### src/common/fsp_pkg.sv
// package of constants for the flash status and protection register bank
package fsp_pkg;
  // opcodes
  localparam logic [7:0] OP_WRITE_ENABLE_INSTR    = 8'h06;
  localparam logic [7:0] OP_WRITE_DISABLE_INSTR    = 8'h04;
  localparam logic [7:0] OP_RDSR    = 8'h05;
  localparam logic [7:0] OP_RDFR    = 8'h48;
  localparam logic [7:0] OP_PP      = 8'h02;
  localparam logic [7:0] OP_PPQ_A   = 8'h32;
  localparam logic [7:0] OP_PPQ_B   = 8'h38;
  localparam logic [7:0] OP_SE_A    = 8'hd7;
  localparam logic [7:0] OP_SE_B    = 8'h20;
  localparam logic [7:0] OP_HBE     = 8'h52;
  localparam logic [7:0] OP_FBE     = 8'hd8;
  localparam logic [7:0] OP_CE_A    = 8'hc7;
  localparam logic [7:0] OP_CE_B    = 8'h60;
  localparam logic [7:0] OP_WSTAT   = 8'h01;
  localparam logic [7:0] OP_WFUNC   = 8'h42;
  localparam logic [7:0] OP_NVRP    = 8'h65;
  localparam logic [7:0] OP_NVERP   = 8'h85;
  localparam logic [7:0] OP_VRP_A   = 8'hc0;
  localparam logic [7:0] OP_VRP_B   = 8'h63;
  localparam logic [7:0] OP_VERP    = 8'h83;
  localparam logic [7:0] OP_ABW     = 8'h15;
  localparam logic [7:0] OP_INFO_ROW_ERASE    = 8'h64;
  localparam logic [7:0] OP_IRPG    = 8'h62;
  localparam logic [7:0] OP_SUSP    = 8'h75;
  localparam logic [7:0] OP_RESUME  = 8'h7a;
  localparam logic [7:0] OP_RSTEN   = 8'h66;
  localparam logic [7:0] OP_RST     = 8'h99;
  // status bit positions
  localparam int SR_BUSY = 0;
  localparam int SR_WEL  = 1;
  localparam int SR_BP_LO = 2;
  localparam int SR_QE   = 6;
  localparam int SR_SWD  = 7;
  // function bit positions
  localparam int FR_RSTDIS = 0;
  localparam int FR_PROGRAM_SUSPENDED_FLAG   = 2;
  localparam int FR_ERASE_SUSPENDED_FLAG   = 3;
  localparam int FR_IRL_LO = 4;
  // reset values
  localparam logic [7:0] SR_RESET  = 8'h00;
  localparam logic [3:0] IRL_RESET = 4'h0;
  localparam logic [7:0] RP_RESET  = 8'h00;
  // block geometry: 32 blocks, block number is addr[20:16]
  localparam int BLK_LSB = 16;
  localparam int BLK_W   = 5;
  localparam logic [4:0] BLK_TOP = 5'h1f;
  // frame phases
  typedef enum logic [2:0]
  {
    FSP_IDLE = 3'b000,
    FSP_OPC  = 3'b001,
    FSP_ARG  = 3'b011,
    FSP_DONE = 3'b010,
    FSP_SKIP = 3'b110
  } fsp_state_t;
endpackage : fsp_pkg

### src/verilog/fsp_regs.sv
// status, function and read-parameter register bank of a serial nor flash
`timescale 1ns/1ps
// Contract
// - write-class opcodes are refused while the latch is clear
// - latch set by enable, cleared by disable and at write completion
// - volatile parameter writes run without the latch
// - page program opcodes are latch gated
// - sector, block and chip erase opcodes are latch gated
// - register writing opcodes are latch gated
// - info row erase and program are latch gated
// - program or erase into a protected block is blocked
// - codes 1 to 5 guard top blocks, 6 to 9 all, 0 and 15 none
// - codes 10 to 14 guard bottom 16 down to 1 blocks
// - chip erase ignored unless protect code is zero
// - status write ignored when disable bit set, protect pin low and quad enable clear
// - status write allowed otherwise
// - quad enable turns protect and hold pins into data lines
// - function register bit layout fixed
// - one-time bits never return to zero
// - reset-disable bit moves reset to hold pin, writable while zero
// - program suspend flag set on suspend, cleared on resume
// - erase suspend flag set on suspend, cleared on resume
// - lock bit set refuses program of its info row
// - while busy only reads, suspend and resume are obeyed; the reset opcodes are not decoded at all
// - status write clears the latch
// - volatile parameter copies load from nonvolatile at power up
module fsp_regs
  import fsp_pkg::*;
#(
  parameter logic RSTDIS_DEFAULT = 1'b0
)
(
  input  wire logic       clk_sys_in,
  input  wire logic       arst_n_in,
  input  wire logic       clk_en_in,
  input  wire logic       cs_n_in,
  input  wire logic       sck_in,
  input  wire logic       si_in,
  input  wire logic       wp_n_in,
  input  wire logic       op_done_in,
  output logic            so_out,
  output logic            so_oe_n_out,
  output logic [7:0]      status_out,
  output logic [7:0]      func_out,
  output logic [7:0]      vread_param_out,
  output logic [7:0]      vext_param_out,
  output logic            op_start_out,
  output logic [7:0]      op_code_out,
  output logic [23:0]     op_addr_out,
  output logic            wp_pin_active_out,
  output logic            hold_reset_on_shared_out
);
  // two-stage synchronisers for pin inputs
  logic [1:0] cs_s_r, sck_s_r, si_s_r, wp_s_r;
  always_ff @(posedge clk_sys_in or negedge arst_n_in)
    if (!arst_n_in)
    begin
      cs_s_r  <= 2'h3;
      sck_s_r <= 2'h0;
      si_s_r  <= 2'h0;
      wp_s_r  <= 2'h3;
    end
    else if (clk_en_in)
    begin
      cs_s_r  <= {cs_s_r[0], cs_n_in};
      sck_s_r <= {sck_s_r[0], sck_in};
      si_s_r  <= {si_s_r[0], si_in};
      wp_s_r  <= {wp_s_r[0], wp_n_in};
    end

  logic sck_d_r;
  always_ff @(posedge clk_sys_in or negedge arst_n_in)
    if (!arst_n_in)
      sck_d_r <= 1'b0;
    else if (clk_en_in)
      sck_d_r <= sck_s_r[1];
  wire logic sck_rise = sck_s_r[1] & ~sck_d_r;
  wire logic sck_fall = ~sck_s_r[1] & sck_d_r;
  wire logic cs_act   = ~cs_s_r[1];

  // registers
  logic [7:0] sr_r;
  logic [3:0] irl_r;
  logic       rstdis_r;
  logic [7:0] nvrp_r, nverp_r, vrp_r, verp_r;
  logic       nv_load_r;
  logic       susp_prog_r, susp_erase_r;
  logic       is_erase_r;
  // function read view; one driver per bit group, reserved bit 1 reads zero
  wire logic [7:0] fr_r = {irl_r, susp_erase_r, susp_prog_r, 1'b0, rstdis_r};

  // protect decode
  wire logic [3:0] bp = sr_r[SR_BP_LO +: 4];
  function automatic logic blk_prot(input logic [3:0] c, input logic [4:0] b);
    logic r;
    r = 1'b0;
    case (c)
      4'h1: r = (b == BLK_TOP);
      4'h2: r = (b >= 5'h1e);
      4'h3: r = (b >= 5'h1c);
      4'h4: r = (b >= 5'h18);
      4'h5: r = (b >= 5'h10);
      4'h6, 4'h7, 4'h8, 4'h9: r = 1'b1;
      4'ha: r = (b <= 5'h0f);
      4'hb: r = (b <= 5'h07);
      4'hc: r = (b <= 5'h03);
      4'hd: r = (b <= 5'h01);
      4'he: r = (b == 5'h00);
      default: r = 1'b0;
    endcase
    return r;
  endfunction : blk_prot

  // frame shifter: mode 0 spi, sample on rise
  fsp_state_t st_r;
  logic [2:0]  bit_r;
  logic [7:0]  shf_r;
  logic [7:0]  opc_r;
  logic [1:0]  byt_r;
  logic [23:0] adr_r;
  logic [7:0]  dat_r;
  logic        have_dat_r;
  logic        rst_arm_r;
  wire logic [7:0] shf_nxt = {shf_r[6:0], si_s_r[1]};
  wire logic byte_in = sck_rise && (bit_r == 3'h7);

  always_ff @(posedge clk_sys_in or negedge arst_n_in)
    if (!arst_n_in)
    begin
      st_r <= FSP_IDLE;
      bit_r <= 3'h0;
      shf_r <= 8'h00;
      opc_r <= 8'h00;
      byt_r <= 2'h0;
      adr_r <= 24'h000000;
      dat_r <= 8'h00;
      have_dat_r <= 1'b0;
    end
    else if (clk_en_in)
    begin
      if (!cs_act)
      begin
        st_r <= (st_r == FSP_IDLE) ? FSP_IDLE : FSP_DONE;
        bit_r <= 3'h0;
        if (st_r == FSP_DONE || st_r == FSP_SKIP)
          st_r <= FSP_IDLE;
      end
      else if (sck_rise)
      begin
        shf_r <= shf_nxt;
        bit_r <= bit_r + 3'h1;
        case (st_r)
          FSP_IDLE, FSP_OPC:
          begin
            st_r <= FSP_OPC;
            have_dat_r <= 1'b0;
            byt_r <= 2'h0;
            if (byte_in)
            begin
              opc_r <= shf_nxt;
              st_r <= FSP_ARG;
            end
          end
          FSP_ARG:
            if (byte_in)
            begin
              if (byt_r < 2'h3)
                adr_r <= {adr_r[15:0], shf_nxt};
              dat_r <= shf_nxt;
              have_dat_r <= 1'b1;
              if (byt_r != 2'h3)
                byt_r <= byt_r + 2'h1;
            end
          default: ;
        endcase
      end
    end

  // frame end pulse: cs released after an opcode
  wire logic frame_end = !cs_act && (st_r == FSP_ARG);
  wire logic busy = sr_r[SR_BUSY];
  wire logic write_enable_latch  = sr_r[SR_WEL];
  wire logic [4:0] blk = adr_r[BLK_LSB +: BLK_W];
  wire logic is_prog  = (opc_r == OP_PP) || (opc_r == OP_PPQ_A) || (opc_r == OP_PPQ_B);
  wire logic is_ers   = (opc_r == OP_SE_A) || (opc_r == OP_SE_B) || (opc_r == OP_HBE)
                        || (opc_r == OP_FBE);
  wire logic is_ce    = (opc_r == OP_CE_A) || (opc_r == OP_CE_B);
  wire logic is_ir    = (opc_r == OP_INFO_ROW_ERASE) || (opc_r == OP_IRPG);
  wire logic is_regw  = (opc_r == OP_WSTAT) || (opc_r == OP_WFUNC) || (opc_r == OP_NVRP)
                        || (opc_r == OP_NVERP) || (opc_r == OP_ABW);
  wire logic gated    = is_prog | is_ers | is_ce | is_ir | is_regw;
  // info row index from address bits 13:12 of the row address
  wire logic [1:0] irow = adr_r[13:12];
  wire logic ir_locked = (opc_r == OP_IRPG) && fr_r[FR_IRL_LO + irow];
  wire logic prot_hit  = ((is_prog | is_ers) && blk_prot(bp, blk))
                         || (is_ce && (bp != 4'h0));
  wire logic sr_locked = sr_r[SR_SWD] && !wp_s_r[1] && !sr_r[SR_QE];
  wire logic accept    = frame_end && !busy && (!gated || write_enable_latch);
  wire logic launch    = accept && (is_prog | is_ers | is_ce | is_ir) && !prot_hit && !ir_locked;

  // status register
  always_ff @(posedge clk_sys_in or negedge arst_n_in)
    if (!arst_n_in)
      sr_r <= SR_RESET;
    else if (clk_en_in)
    begin
      if (busy && op_done_in)
      begin
        sr_r[SR_BUSY] <= 1'b0;
        sr_r[SR_WEL]  <= 1'b0;
      end
      if (frame_end && !busy)
      begin
        if (opc_r == OP_WRITE_ENABLE_INSTR)
          sr_r[SR_WEL] <= 1'b1;
        if (opc_r == OP_WRITE_DISABLE_INSTR)
          sr_r[SR_WEL] <= 1'b0;
        if (accept && gated && !launch)
          sr_r[SR_WEL] <= 1'b0;
        if (accept && opc_r == OP_WSTAT && have_dat_r && !sr_locked)
          sr_r[7:2] <= dat_r[7:2];
        if (launch)
          sr_r[SR_BUSY] <= 1'b1;
      end
    end

  // function register, one-time bits only rise
  always_ff @(posedge clk_sys_in or negedge arst_n_in)
    if (!arst_n_in)
    begin
      irl_r    <= IRL_RESET;
      rstdis_r <= RSTDIS_DEFAULT;
    end
    else if (clk_en_in)
    begin
      // written bits 3:1 are read only and simply not stored
      if (accept && opc_r == OP_WFUNC && have_dat_r)
      begin
        irl_r    <= irl_r | dat_r[7:4];
        rstdis_r <= rstdis_r | dat_r[0];
      end
    end

  // suspend and resume
  always_ff @(posedge clk_sys_in or negedge arst_n_in)
    if (!arst_n_in)
    begin
      susp_prog_r <= 1'b0;
      susp_erase_r <= 1'b0;
      is_erase_r <= 1'b0;
    end
    else if (clk_en_in)
    begin
      if (launch)
        is_erase_r <= is_ers | is_ce | (opc_r == OP_INFO_ROW_ERASE);
      if (frame_end && busy && opc_r == OP_SUSP)
      begin
        susp_prog_r  <= !is_erase_r;
        susp_erase_r <= is_erase_r;
      end
      if (frame_end && opc_r == OP_RESUME)
      begin
        susp_prog_r  <= 1'b0;
        susp_erase_r <= 1'b0;
      end
    end

  // read parameter pairs; volatile set loads from nonvolatile at reset
  always_ff @(posedge clk_sys_in or negedge arst_n_in)
    if (!arst_n_in)
    begin
      nvrp_r <= RP_RESET;
      nverp_r <= RP_RESET;
      vrp_r <= RP_RESET;
      verp_r <= RP_RESET;
      nv_load_r <= 1'b1;
    end
    else if (clk_en_in)
    begin
      // first enabled cycle after reset copies the stored set into the live one
      if (nv_load_r)
      begin
        vrp_r <= nvrp_r;
        verp_r <= nverp_r;
      end
      nv_load_r <= 1'b0;
      if (accept && have_dat_r)
      begin
        if (opc_r == OP_NVRP)
        begin
          nvrp_r <= dat_r;
          vrp_r <= dat_r;
        end
        if (opc_r == OP_NVERP)
        begin
          nverp_r <= dat_r;
          verp_r <= dat_r;
        end
        if (opc_r == OP_VRP_A || opc_r == OP_VRP_B)
          vrp_r <= dat_r;
        if (opc_r == OP_VERP)
          verp_r <= dat_r;
      end
    end

  // readback on falling sck
  logic [7:0] rd_r;
  always_ff @(posedge clk_sys_in or negedge arst_n_in)
    if (!arst_n_in)
    begin
      rd_r <= 8'h00;
      so_out <= 1'b0;
      so_oe_n_out <= 1'b1;
    end
    else if (clk_en_in)
    begin
      if (!cs_act)
        so_oe_n_out <= 1'b1;
      else if (sck_fall && st_r == FSP_ARG)
      begin
        if (bit_r == 3'h0)
        begin
          so_out <= (opc_r == OP_RDFR) ? fr_r[7] : sr_r[7];
          rd_r <= (opc_r == OP_RDFR) ? {fr_r[6:0], 1'b0} : {sr_r[6:0], 1'b0};
        end
        else
        begin
          so_out <= rd_r[7];
          rd_r <= {rd_r[6:0], 1'b0};
        end
        so_oe_n_out <= !(opc_r == OP_RDSR || opc_r == OP_RDFR);
      end
    end

  // registered views and operation launch
  always_ff @(posedge clk_sys_in or negedge arst_n_in)
    if (!arst_n_in)
    begin
      status_out <= 8'h00;
      func_out <= 8'h00;
      vread_param_out <= 8'h00;
      vext_param_out <= 8'h00;
      op_start_out <= 1'b0;
      op_code_out <= 8'h00;
      op_addr_out <= 24'h000000;
      wp_pin_active_out <= 1'b1;
      hold_reset_on_shared_out <= 1'b0;
    end
    else if (clk_en_in)
    begin
      status_out <= sr_r;
      func_out <= fr_r;
      vread_param_out <= vrp_r;
      vext_param_out <= verp_r;
      op_start_out <= launch;
      if (launch)
      begin
        op_code_out <= opc_r;
        op_addr_out <= adr_r;
      end
      wp_pin_active_out <= !sr_r[SR_QE];
      hold_reset_on_shared_out <= fr_r[FR_RSTDIS] && !sr_r[SR_QE];
    end

  // a gated opcode without the latch never starts an operation
  a_latch_gate: assert property (@(posedge clk_sys_in) disable iff (!arst_n_in)
    launch |-> write_enable_latch) else $error("operation launched without latch");
  // a protected target never starts
  a_prot_block: assert property (@(posedge clk_sys_in) disable iff (!arst_n_in)
    (frame_end && prot_hit) |-> !launch) else $error("protected target launched");
  // chip erase needs code zero
  a_chip_erase: assert property (@(posedge clk_sys_in) disable iff (!arst_n_in)
    (launch && is_ce) |-> (bp == 4'h0)) else $error("chip erase under protection");
  // latch cleared one cycle after completion
  a_wel_clear: assert property (@(posedge clk_sys_in) disable iff (!arst_n_in)
    (clk_en_in && busy && op_done_in) |=> !write_enable_latch) else $error("latch not cleared");
  // locked status stays fixed over a write
  a_sr_lock: assert property (@(posedge clk_sys_in) disable iff (!arst_n_in)
    (clk_en_in && sr_locked && !busy) |=> $stable(sr_r[7:2])) else $error("locked status changed");
  // one-time bits never fall
  a_otp_keep: assert property (@(posedge clk_sys_in) disable iff (!arst_n_in)
    $past(fr_r[7:4]) == ($past(fr_r[7:4]) & fr_r[7:4])) else $error("otp bit fell");
  // locked row refuses program
  a_irow_lock: assert property (@(posedge clk_sys_in) disable iff (!arst_n_in)
    (frame_end && ir_locked) |-> !launch) else $error("locked row programmed");
  // busy refuses new operations
  a_busy_ignore: assert property (@(posedge clk_sys_in) disable iff (!arst_n_in)
    busy |-> !launch) else $error("launch while busy");
  // suspend flags exclusive
  a_susp_excl: assert property (@(posedge clk_sys_in) disable iff (!arst_n_in)
    !(susp_prog_r && susp_erase_r)) else $error("both suspend flags set");
  // quad enable steers pin role
  a_quad_pins: assert property (@(posedge clk_sys_in) disable iff (!arst_n_in)
    (clk_en_in && $stable(sr_r[SR_QE])) |=> (wp_pin_active_out == !$past(sr_r[SR_QE])))
    else $error("pin role wrong");
endmodule : fsp_regs

### config.mk
export PLATFORM = sky130hd
export DESIGN_NAME = fsp_regs
export DESIGN_NICKNAME = d
export VERILOG_FILES = /design/src/common/fsp_pkg.sv /design/src/verilog/fsp_regs.sv
export SDC_FILE = /design/constraint.sdc
export NUM_CORES = 1
export LEC_CHECK = 0
export BUFFER_PORTS_ARGS = -buffer_cell sky130_fd_sc_hd__buf_2
export CORE_UTILIZATION = 60
export DETAILED_ROUTE_END_ITERATION = 10
export GPL_ROUTABILITY_DRIVEN = 1
export MAX_ROUTING_LAYER = met4
export PLACE_DENSITY_LB_ADDON = 0.05
export SLEW_MARGIN = 20
export SYNTH_ARGS = -nofsm -noshare
export SYNTH_HDL_FRONTEND = slang
export SYNTH_SLANG_ARGS = --single-unit
export TNS_END_PERCENT = 50
### constraint.sdc
create_clock -name clk_sys_in -period 7.3 [get_ports clk_sys_in]
set_clock_uncertainty 0.2 [all_clocks]
set_input_delay 0.365 -clock clk_sys_in [delete_from_list [all_inputs] [get_ports clk_sys_in]]
set_output_delay 0.365 -clock clk_sys_in [all_outputs]
set_load 0.005 [all_outputs]
# Yosys cells after proc, flatten, opt, wreduce, memory -nomap -nowiden
# Index checks and enable logic that the tools add are counted.
word_totals:
  register_bits: 190
  out_inout_bits: 69
  elab_cells: 230
op_classes:
  add_sub_neg: 3
  n_lt_le_gt_ge: 10
  eq_ne: 48
  muxes: 40
  bitwise: 13
  reduce_logical: 79
ops:
  columns: ["operator", "n"]
  rows:
  - ["$eq A8 B7 Y1 const B", 10]
  - ["$mux W8", 10]
  - ["$eq A8 B8 Y1 const B", 6]
  - ["$eq A4 B4 Y1 const B", 7]
  - ["$logic_and A1 B1 Y1", 26]
  - ["$eq A8 B3 Y1 const B", 3]
  - ["$eq A8 B6 Y1 const B", 3]
  - ["$ge A5 B5 Y1 const B", 4]
  - ["$reduce_and A3 Y1", 6]
  - ["$eq A4 B3 Y1 const B", 4]
  - ["$logic_or A1 B1 Y1", 16]
  - ["$mux W3", 5]
  - ["$reduce_and A5 Y1", 3]
  - ["$mux W1", 14]
  - ["$mux W2", 7]
  - ["$reduce_and A6 Y1", 2]
  - ["$pmux W1 S11", 1]
  - ["$logic_not A1 Y1", 10]
  - ["$reduce_and A2 Y1", 5]
  - ["$reduce_bool A2 Y1", 5]
  - ["$eq A4 B2 Y1 const B", 2]
  - ["$eq A8 B1 Y1 const B", 1]
  - ["$eq A8 B2 Y1 const B", 1]
  - ["$eq A8 B5 Y1 const B", 1]
  - ["27 further kinds", 41]

# Depth between registers and ports, before layout
depth:
  ltp_word: 18
  depth_mapped: 9
  depth_no_buf: 6

# Worst setup path before layout
# No wires, ideal clock.
synth_timing:
  path_type: "register -> register"
  from: "register opc_r[2]"
  to: "register op_addr_out[10]"
  arrival_time_ps: 2310
  required_ps: 6975
  slack_ps: 4665
  path_stages_with_launch: 8
  period_less_slack_ps: 2635
  cell_sequence: "dfrtp_1 > or4b_2 > a21o_1 > nand3_1 > o21ai_1 > nor3_4 > buf_6 > mux2_4"
synth_via:
  elab_chain_len: 15
  word_cells_on_any_way: 44
  classes_between: "eq/ne (16); bitwise (4); reduce/logical (24)"
synth_lines:
  columns: ["item", "line_no", "text"]
  rows:
  - ["from (decl)", "fsp_regs.sv:118", "logic [7:0] opc_r;"]
  - ["from (signal assigned)", "fsp_regs.sv:160", "opc_r <= shf_nxt;"]
  - ["$eq A8 B8 Y1 / $eq A8 B6 Y1 (equally long branches)", "fsp_regs.sv:185", "wire logic is_ers = (opc_r == OP_SE_A) || (opc_r == OP_SE_B) || (opc_r == OP_HBE)"]
  - ["$logic_or A1 B1 Y1 (2 in series)", "fsp_regs.sv:185", null]
  - ["$logic_or A1 B1 Y1", "fsp_regs.sv:186", "|| (opc_r == OP_FBE);"]
  - ["$or A1 B1 Y1", "fsp_regs.sv:191, fsp_regs.sv:195, fsp_regs.sv:199", null]
  - ["$or A1 B1 Y1 (2 in series)", "fsp_regs.sv:191, fsp_regs.sv:199", null]
  - ["$or A1 B1 Y1", "fsp_regs.sv:191", "wire logic gated = is_prog | is_ers | is_ce | is_ir | is_regw;"]
  - ["$logic_not A1 Y1", "fsp_regs.sv:198", "wire logic accept = frame_end && !busy && (!gated || write_enable_latch);"]
  - ["$logic_or A1 B1 Y1", "fsp_regs.sv:198", null]
  - ["$logic_and A1 B1 Y1", "fsp_regs.sv:198", null]
  - ["$logic_and A1 B1 Y1 (2 in series)", "fsp_regs.sv:199", "wire logic launch = accept && (is_prog | is_ers | is_ce | is_ir) && !prot_hit && !ir_locked;"]
  - ["$logic_and A1 B1 Y1 *", "fsp_regs.sv:199", null]
  - ["$reduce_and A2 Y1 (no line) *", null, null]
  - ["to (signal assigned)", "fsp_regs.sv:359", "op_addr_out <= adr_r;"]
  - ["to (decl)", "fsp_regs.sv:49", "output logic [23:0] op_addr_out,"]
# Every way passes the cells marked *; elsewhere a longest branch is shown, timed or not.
# A chain may end at the register's enable or synchronous reset.

# Worst setup path in the final report
layout_timing:
  from: "register opc_r[1]"
  to: "register irl_r[0]"
layout_via:
  elab_chain_len: 14
  word_cells_on_any_way: 37
  classes_between: "eq/ne (16); bitwise (4); reduce/logical (17)"
layout_lines:
  columns: ["item", "line_no", "text"]
  rows:
  - ["$eq A8 B8 Y1 / $eq A8 B6 Y1 (equally long branches)", "fsp_regs.sv:185", null]
  - ["$logic_or A1 B1 Y1 (2 in series)", "fsp_regs.sv:185", null]
  - ["$logic_or A1 B1 Y1", "fsp_regs.sv:186", null]
  - ["$or A1 B1 Y1 (4 in series)", "fsp_regs.sv:191", null]
  - ["$logic_not A1 Y1", "fsp_regs.sv:198", null]
  - ["$logic_or A1 B1 Y1", "fsp_regs.sv:198", null]
  - ["$logic_and A1 B1 Y1", "fsp_regs.sv:198", null]
  - ["$logic_and A1 B1 Y1 * (2 in series)", "fsp_regs.sv:237", "if (accept && opc_r == OP_WFUNC && have_dat_r)"]
  - ["$reduce_and A2 Y1 (no line) *", null, null]
  - ["to (signal assigned)", "fsp_regs.sv:239", "irl_r <= irl_r | dat_r[7:4];"]
  - ["to (decl)", "fsp_regs.sv:83", "logic [3:0] irl_r;"]
# Marked as above.

==> flow_summary_export.csv <==
group,metric,value,unit
sta,hold_slack,0.0429,ns
cells_and_area,area_growth,13.5,%
critical_path,cp.required,7.41,ns
sta,setup_ws,3.73,ns
power_and_ir_drop,power.density,230,mW/mm2
logic_synthesis,synth.area.mux_share,21.3,%
logic_synthesis,ys_types,63,
logic_synthesis,synth_top_area_share,53.0,%
logic_synthesis,ys_top_cells_by_area,"dfrtp_1 53%, mux2_2 15%, mux2_4 4.9%, nand2_1 3.0%, dfstp_2 2.2%",
place,dpl_cell_area,0.00901,mm2
cells_and_area,n_antenna_cell,0,
job,maxCapViolations,0,
route,routed_wl,18800,um
logic_synthesis,synth_seq_cells,188,
die,die_w,121,um
cells_and_area,drive_gt1_share,35.9,%
cells_and_area,final-seq-area,0.00471,mm2
power_and_ir_drop,max-vdd-ir-drop,0.000238,V
route,drt_first_iter_violations,367,
logic_synthesis,avgSynthCellArea,12.4,um2
logic_synthesis,synth_top_family_by_area,"multiplexers",
critical_path,r2r_slack,3.73,ns
place,port_buffers,75,
route,vias,5715,
sta,relSlewSlack,31.3,%
cts,post-cts-setup-buffers,0,
logic_synthesis,netlist_area,0.00854,mm2
die,core_region_area,0.0139,mm2
logic_synthesis,yosysTopAreaCell,"dfrtp_1",
sta,finalCritPeriodShare,48.9,%
place,place.gp.congestion,0.812,
sta,slew_viol_final,0,
critical_path,cp-startpoint,"opc_r[1]",
grt,antenna_found_initial,0,
sta,fmax,280,MHz
critical_path,r2r_start,"opc_r[1]",
sta,post-route-min-period,3.57,ns
place,hpwl,12600,um
sta,hold_viol_final,0,
logic_synthesis,synth_nets,701,
cts,cts_htree_levels,4,
route,drc,0,
route,drtAntennaViolNets,0,
cts,path_clk_slew,0.06,ns
sta,tightest_slew,1.03,ns
logic_synthesis,synth_top_flop_cell,"dfrtp_1",
cts,clock_latency,0.43,ns
grt,overflow,0,
logic_synthesis,synth_edf_count,0,
min_path,hold_class,"input pin to register",
cts,cts_sinks,188,
sta,setup_tns,0,ns
power_and_ir_drop,p_leak,4.75,nW
critical_path,critPathLaunchType,"register",
logic_synthesis,syn_inst,689,
critical_path,critPathCapture,"irl_r[0]",
cells_and_area,fillers,1008,
critical_path,cp.arrival,3.68,ns
cts,cts_buffers,17,
logic_synthesis,ys.warnings.count,0,
logic_synthesis,seq_area_frac_synth,55.2,%
route,wire_per_inst,19.9,um
route,firstDrtPassIters,5,
route,vias_per_cell,6.05,
logic_synthesis,synth-compound-area-share,7.18,%
logic_synthesis,synth-simple-area-share,12.5,%
critical_path,critPathKind,"register to register",
critical_path,reg2reg_to,"irl_r[0]",
status,status,"completed",
grt,grtUsageTotal,28.0,%
cts,ctsResizeCount,0,
die,dieArea,0.0147,mm2
min_path,min-delay-start,"op_done_in",
logic_synthesis,synth_xor_area_share,0.410,%
cts,cts.path.max_buffers,2,
logic_synthesis,synthAdderAreaFrac,0.703,%
cells_and_area,fin_area,0.00969,mm2
cts,cts-root-buf,"clkbuf_16",
grt,grt_pass1_wl,30400,um
cells_and_area,multiInputGateArea,0.00361,mm2
cells_and_area,final_net_count,764,
cts,cts_tree,"done",
die,row_count,43,
critical_path,crit_fanout,25,
critical_path,r2r_cells,6,
cells_and_area,finish.utilization,69.8,%
grt,grt_pass1_vias,5574,
sta,rsz0062_at_grt,"false",
place,pre_cts_ws,3.86,ns
logic_synthesis,async_flop_share,100,%
sta,setup_violations,0,
die,fp.dieH,121,um
critical_path,end_kind,"register",
die,ios,77,
die,start_util,61.6,%
grt,grt_max_degree,66,
-- cell families (layout without fill, tap and decap cells) --
group,count (synthesis),in the layout
buf+inv,50,126
fa+ha+maj,5,5
mux,152,152
flops,188,188
xor+xnor,4,4
other cells,1,1
simple gates,198,198
compound gates,91,91
-- cells in the mapped netlist, drive strengths merged (7+ instances only) --
| master | count |
|---|---|
| dfstp | 7 |
| mux2 | 144 |
| o22ai | 10 |
| nor2 | 22 |
| o211ai | 9 |
| nor4 | 7 |
| nand2 | 68 |
| clkbuf | 26 |
| dfrtp | 181 |
| buf | 17 |
| a21o | 8 |
| nor2b | 19 |
| nand3 | 13 |
| nand4 | 11 |
| o21ai | 31 |
| mux2i | 7 |
| inv | 7 |
| and3 | 16 |
-- through the flow --
stage / power [mW] / cells
global route: 2.31 / 945
global placement: 1.25 / 908
detailed placement: 1.26 / 908
CTS: 2.25 / 945
floorplan: 1.19 / 689
finish: 2.23 / 945
-- cells in the final DEF (no fill, tap or decap), drive strengths merged, types with 12 or more instances in the layout --
master / count
clkbuf: 20
o21ai: 31
nand2: 68
nor2b: 19
nand3: 13
inv: 12
buf: 82
dfrtp: 181
nor2: 22
and3: 16
mux2: 144
-- flip-flops by register name, indices dropped and copies added (netlist names), 3 cells and up --
| name | flops |
|---|---|
| verp_r | 8 |
| vread_param_out | 8 |
| sr_r | 8 |
| nverp_r | 8 |
| func_out | 7 |
| vext_param_out | 8 |
| nvrp_r | 8 |
| dat_r | 8 |
| shf_r | 7 |
| irl_r | 4 |
| op_code_out | 8 |
| opc_r | 8 |
| bit_r | 3 |
| op_addr_out | 24 |
| adr_r | 24 |
| rd_r | 7 |
| vrp_r | 8 |
| status_out | 8 |
-- worst max-delay path: stages, from the launching register on --
cell	delay, ns
dfrtp_1	0.63
nor4b_1	0.75
a22oi_1	0.23
nand3_1	0.26
o31a_1	0.85
nor4_1	0.28
a21o_1	0.25
-- what timing repair did --
item | CTS | global route
endpoints found under the setup margin | 0 | 0
endpoints found under the hold margin | 58 | 0
hold buffers | 5 | 0
-- metal layers --
| layer | wire [um] | vias up | GRT usage [%] |
|---|---|---|---|
| li1 | - | 2608 | - |
| met1 | 8660 | 2950 | 38.2 |
| met2 | 9040 | 139 | 42.4 |
| met3 | 862 | 18 | 6.16 |
| met4 | 229 | 0 | 7.79 |
| met5 | 0 | - | - |
-- worst min path at each step --
stage,end,cells after the start
4_1_cts,sr_r[0],3
2_1_floorplan,adr_r[0],0
6_report,sr_r[0],3
3_3_place_gp,verp_r[4],1
5_1_grt,sr_r[0],3
3_5_place_dp,verp_r[4],1
-- power breakdown --
| group | switching, mW | total, mW | internal [mW] |
|---|---|---|---|
| sequential | 0.0476 | 1.13 | 1.08 |
| combinational | 0.0721 | 0.110 | 0.0382 |
| clock | 0.394 | 0.991 | 0.596 |
| total | 0.514 | 2.23 | 1.72 |
-- layout make-up --
cell class	count	share of cell area, %
flip-flops and latches	188	48.6
multi-input cells	451	37.2
repair buffers	87	4.99
clock buffers	20	4.71
well taps	180	2.32
clock inverters	12	1.87
inverters	7	0.271
No activity file was read; power rests on OpenSTA's default activity.
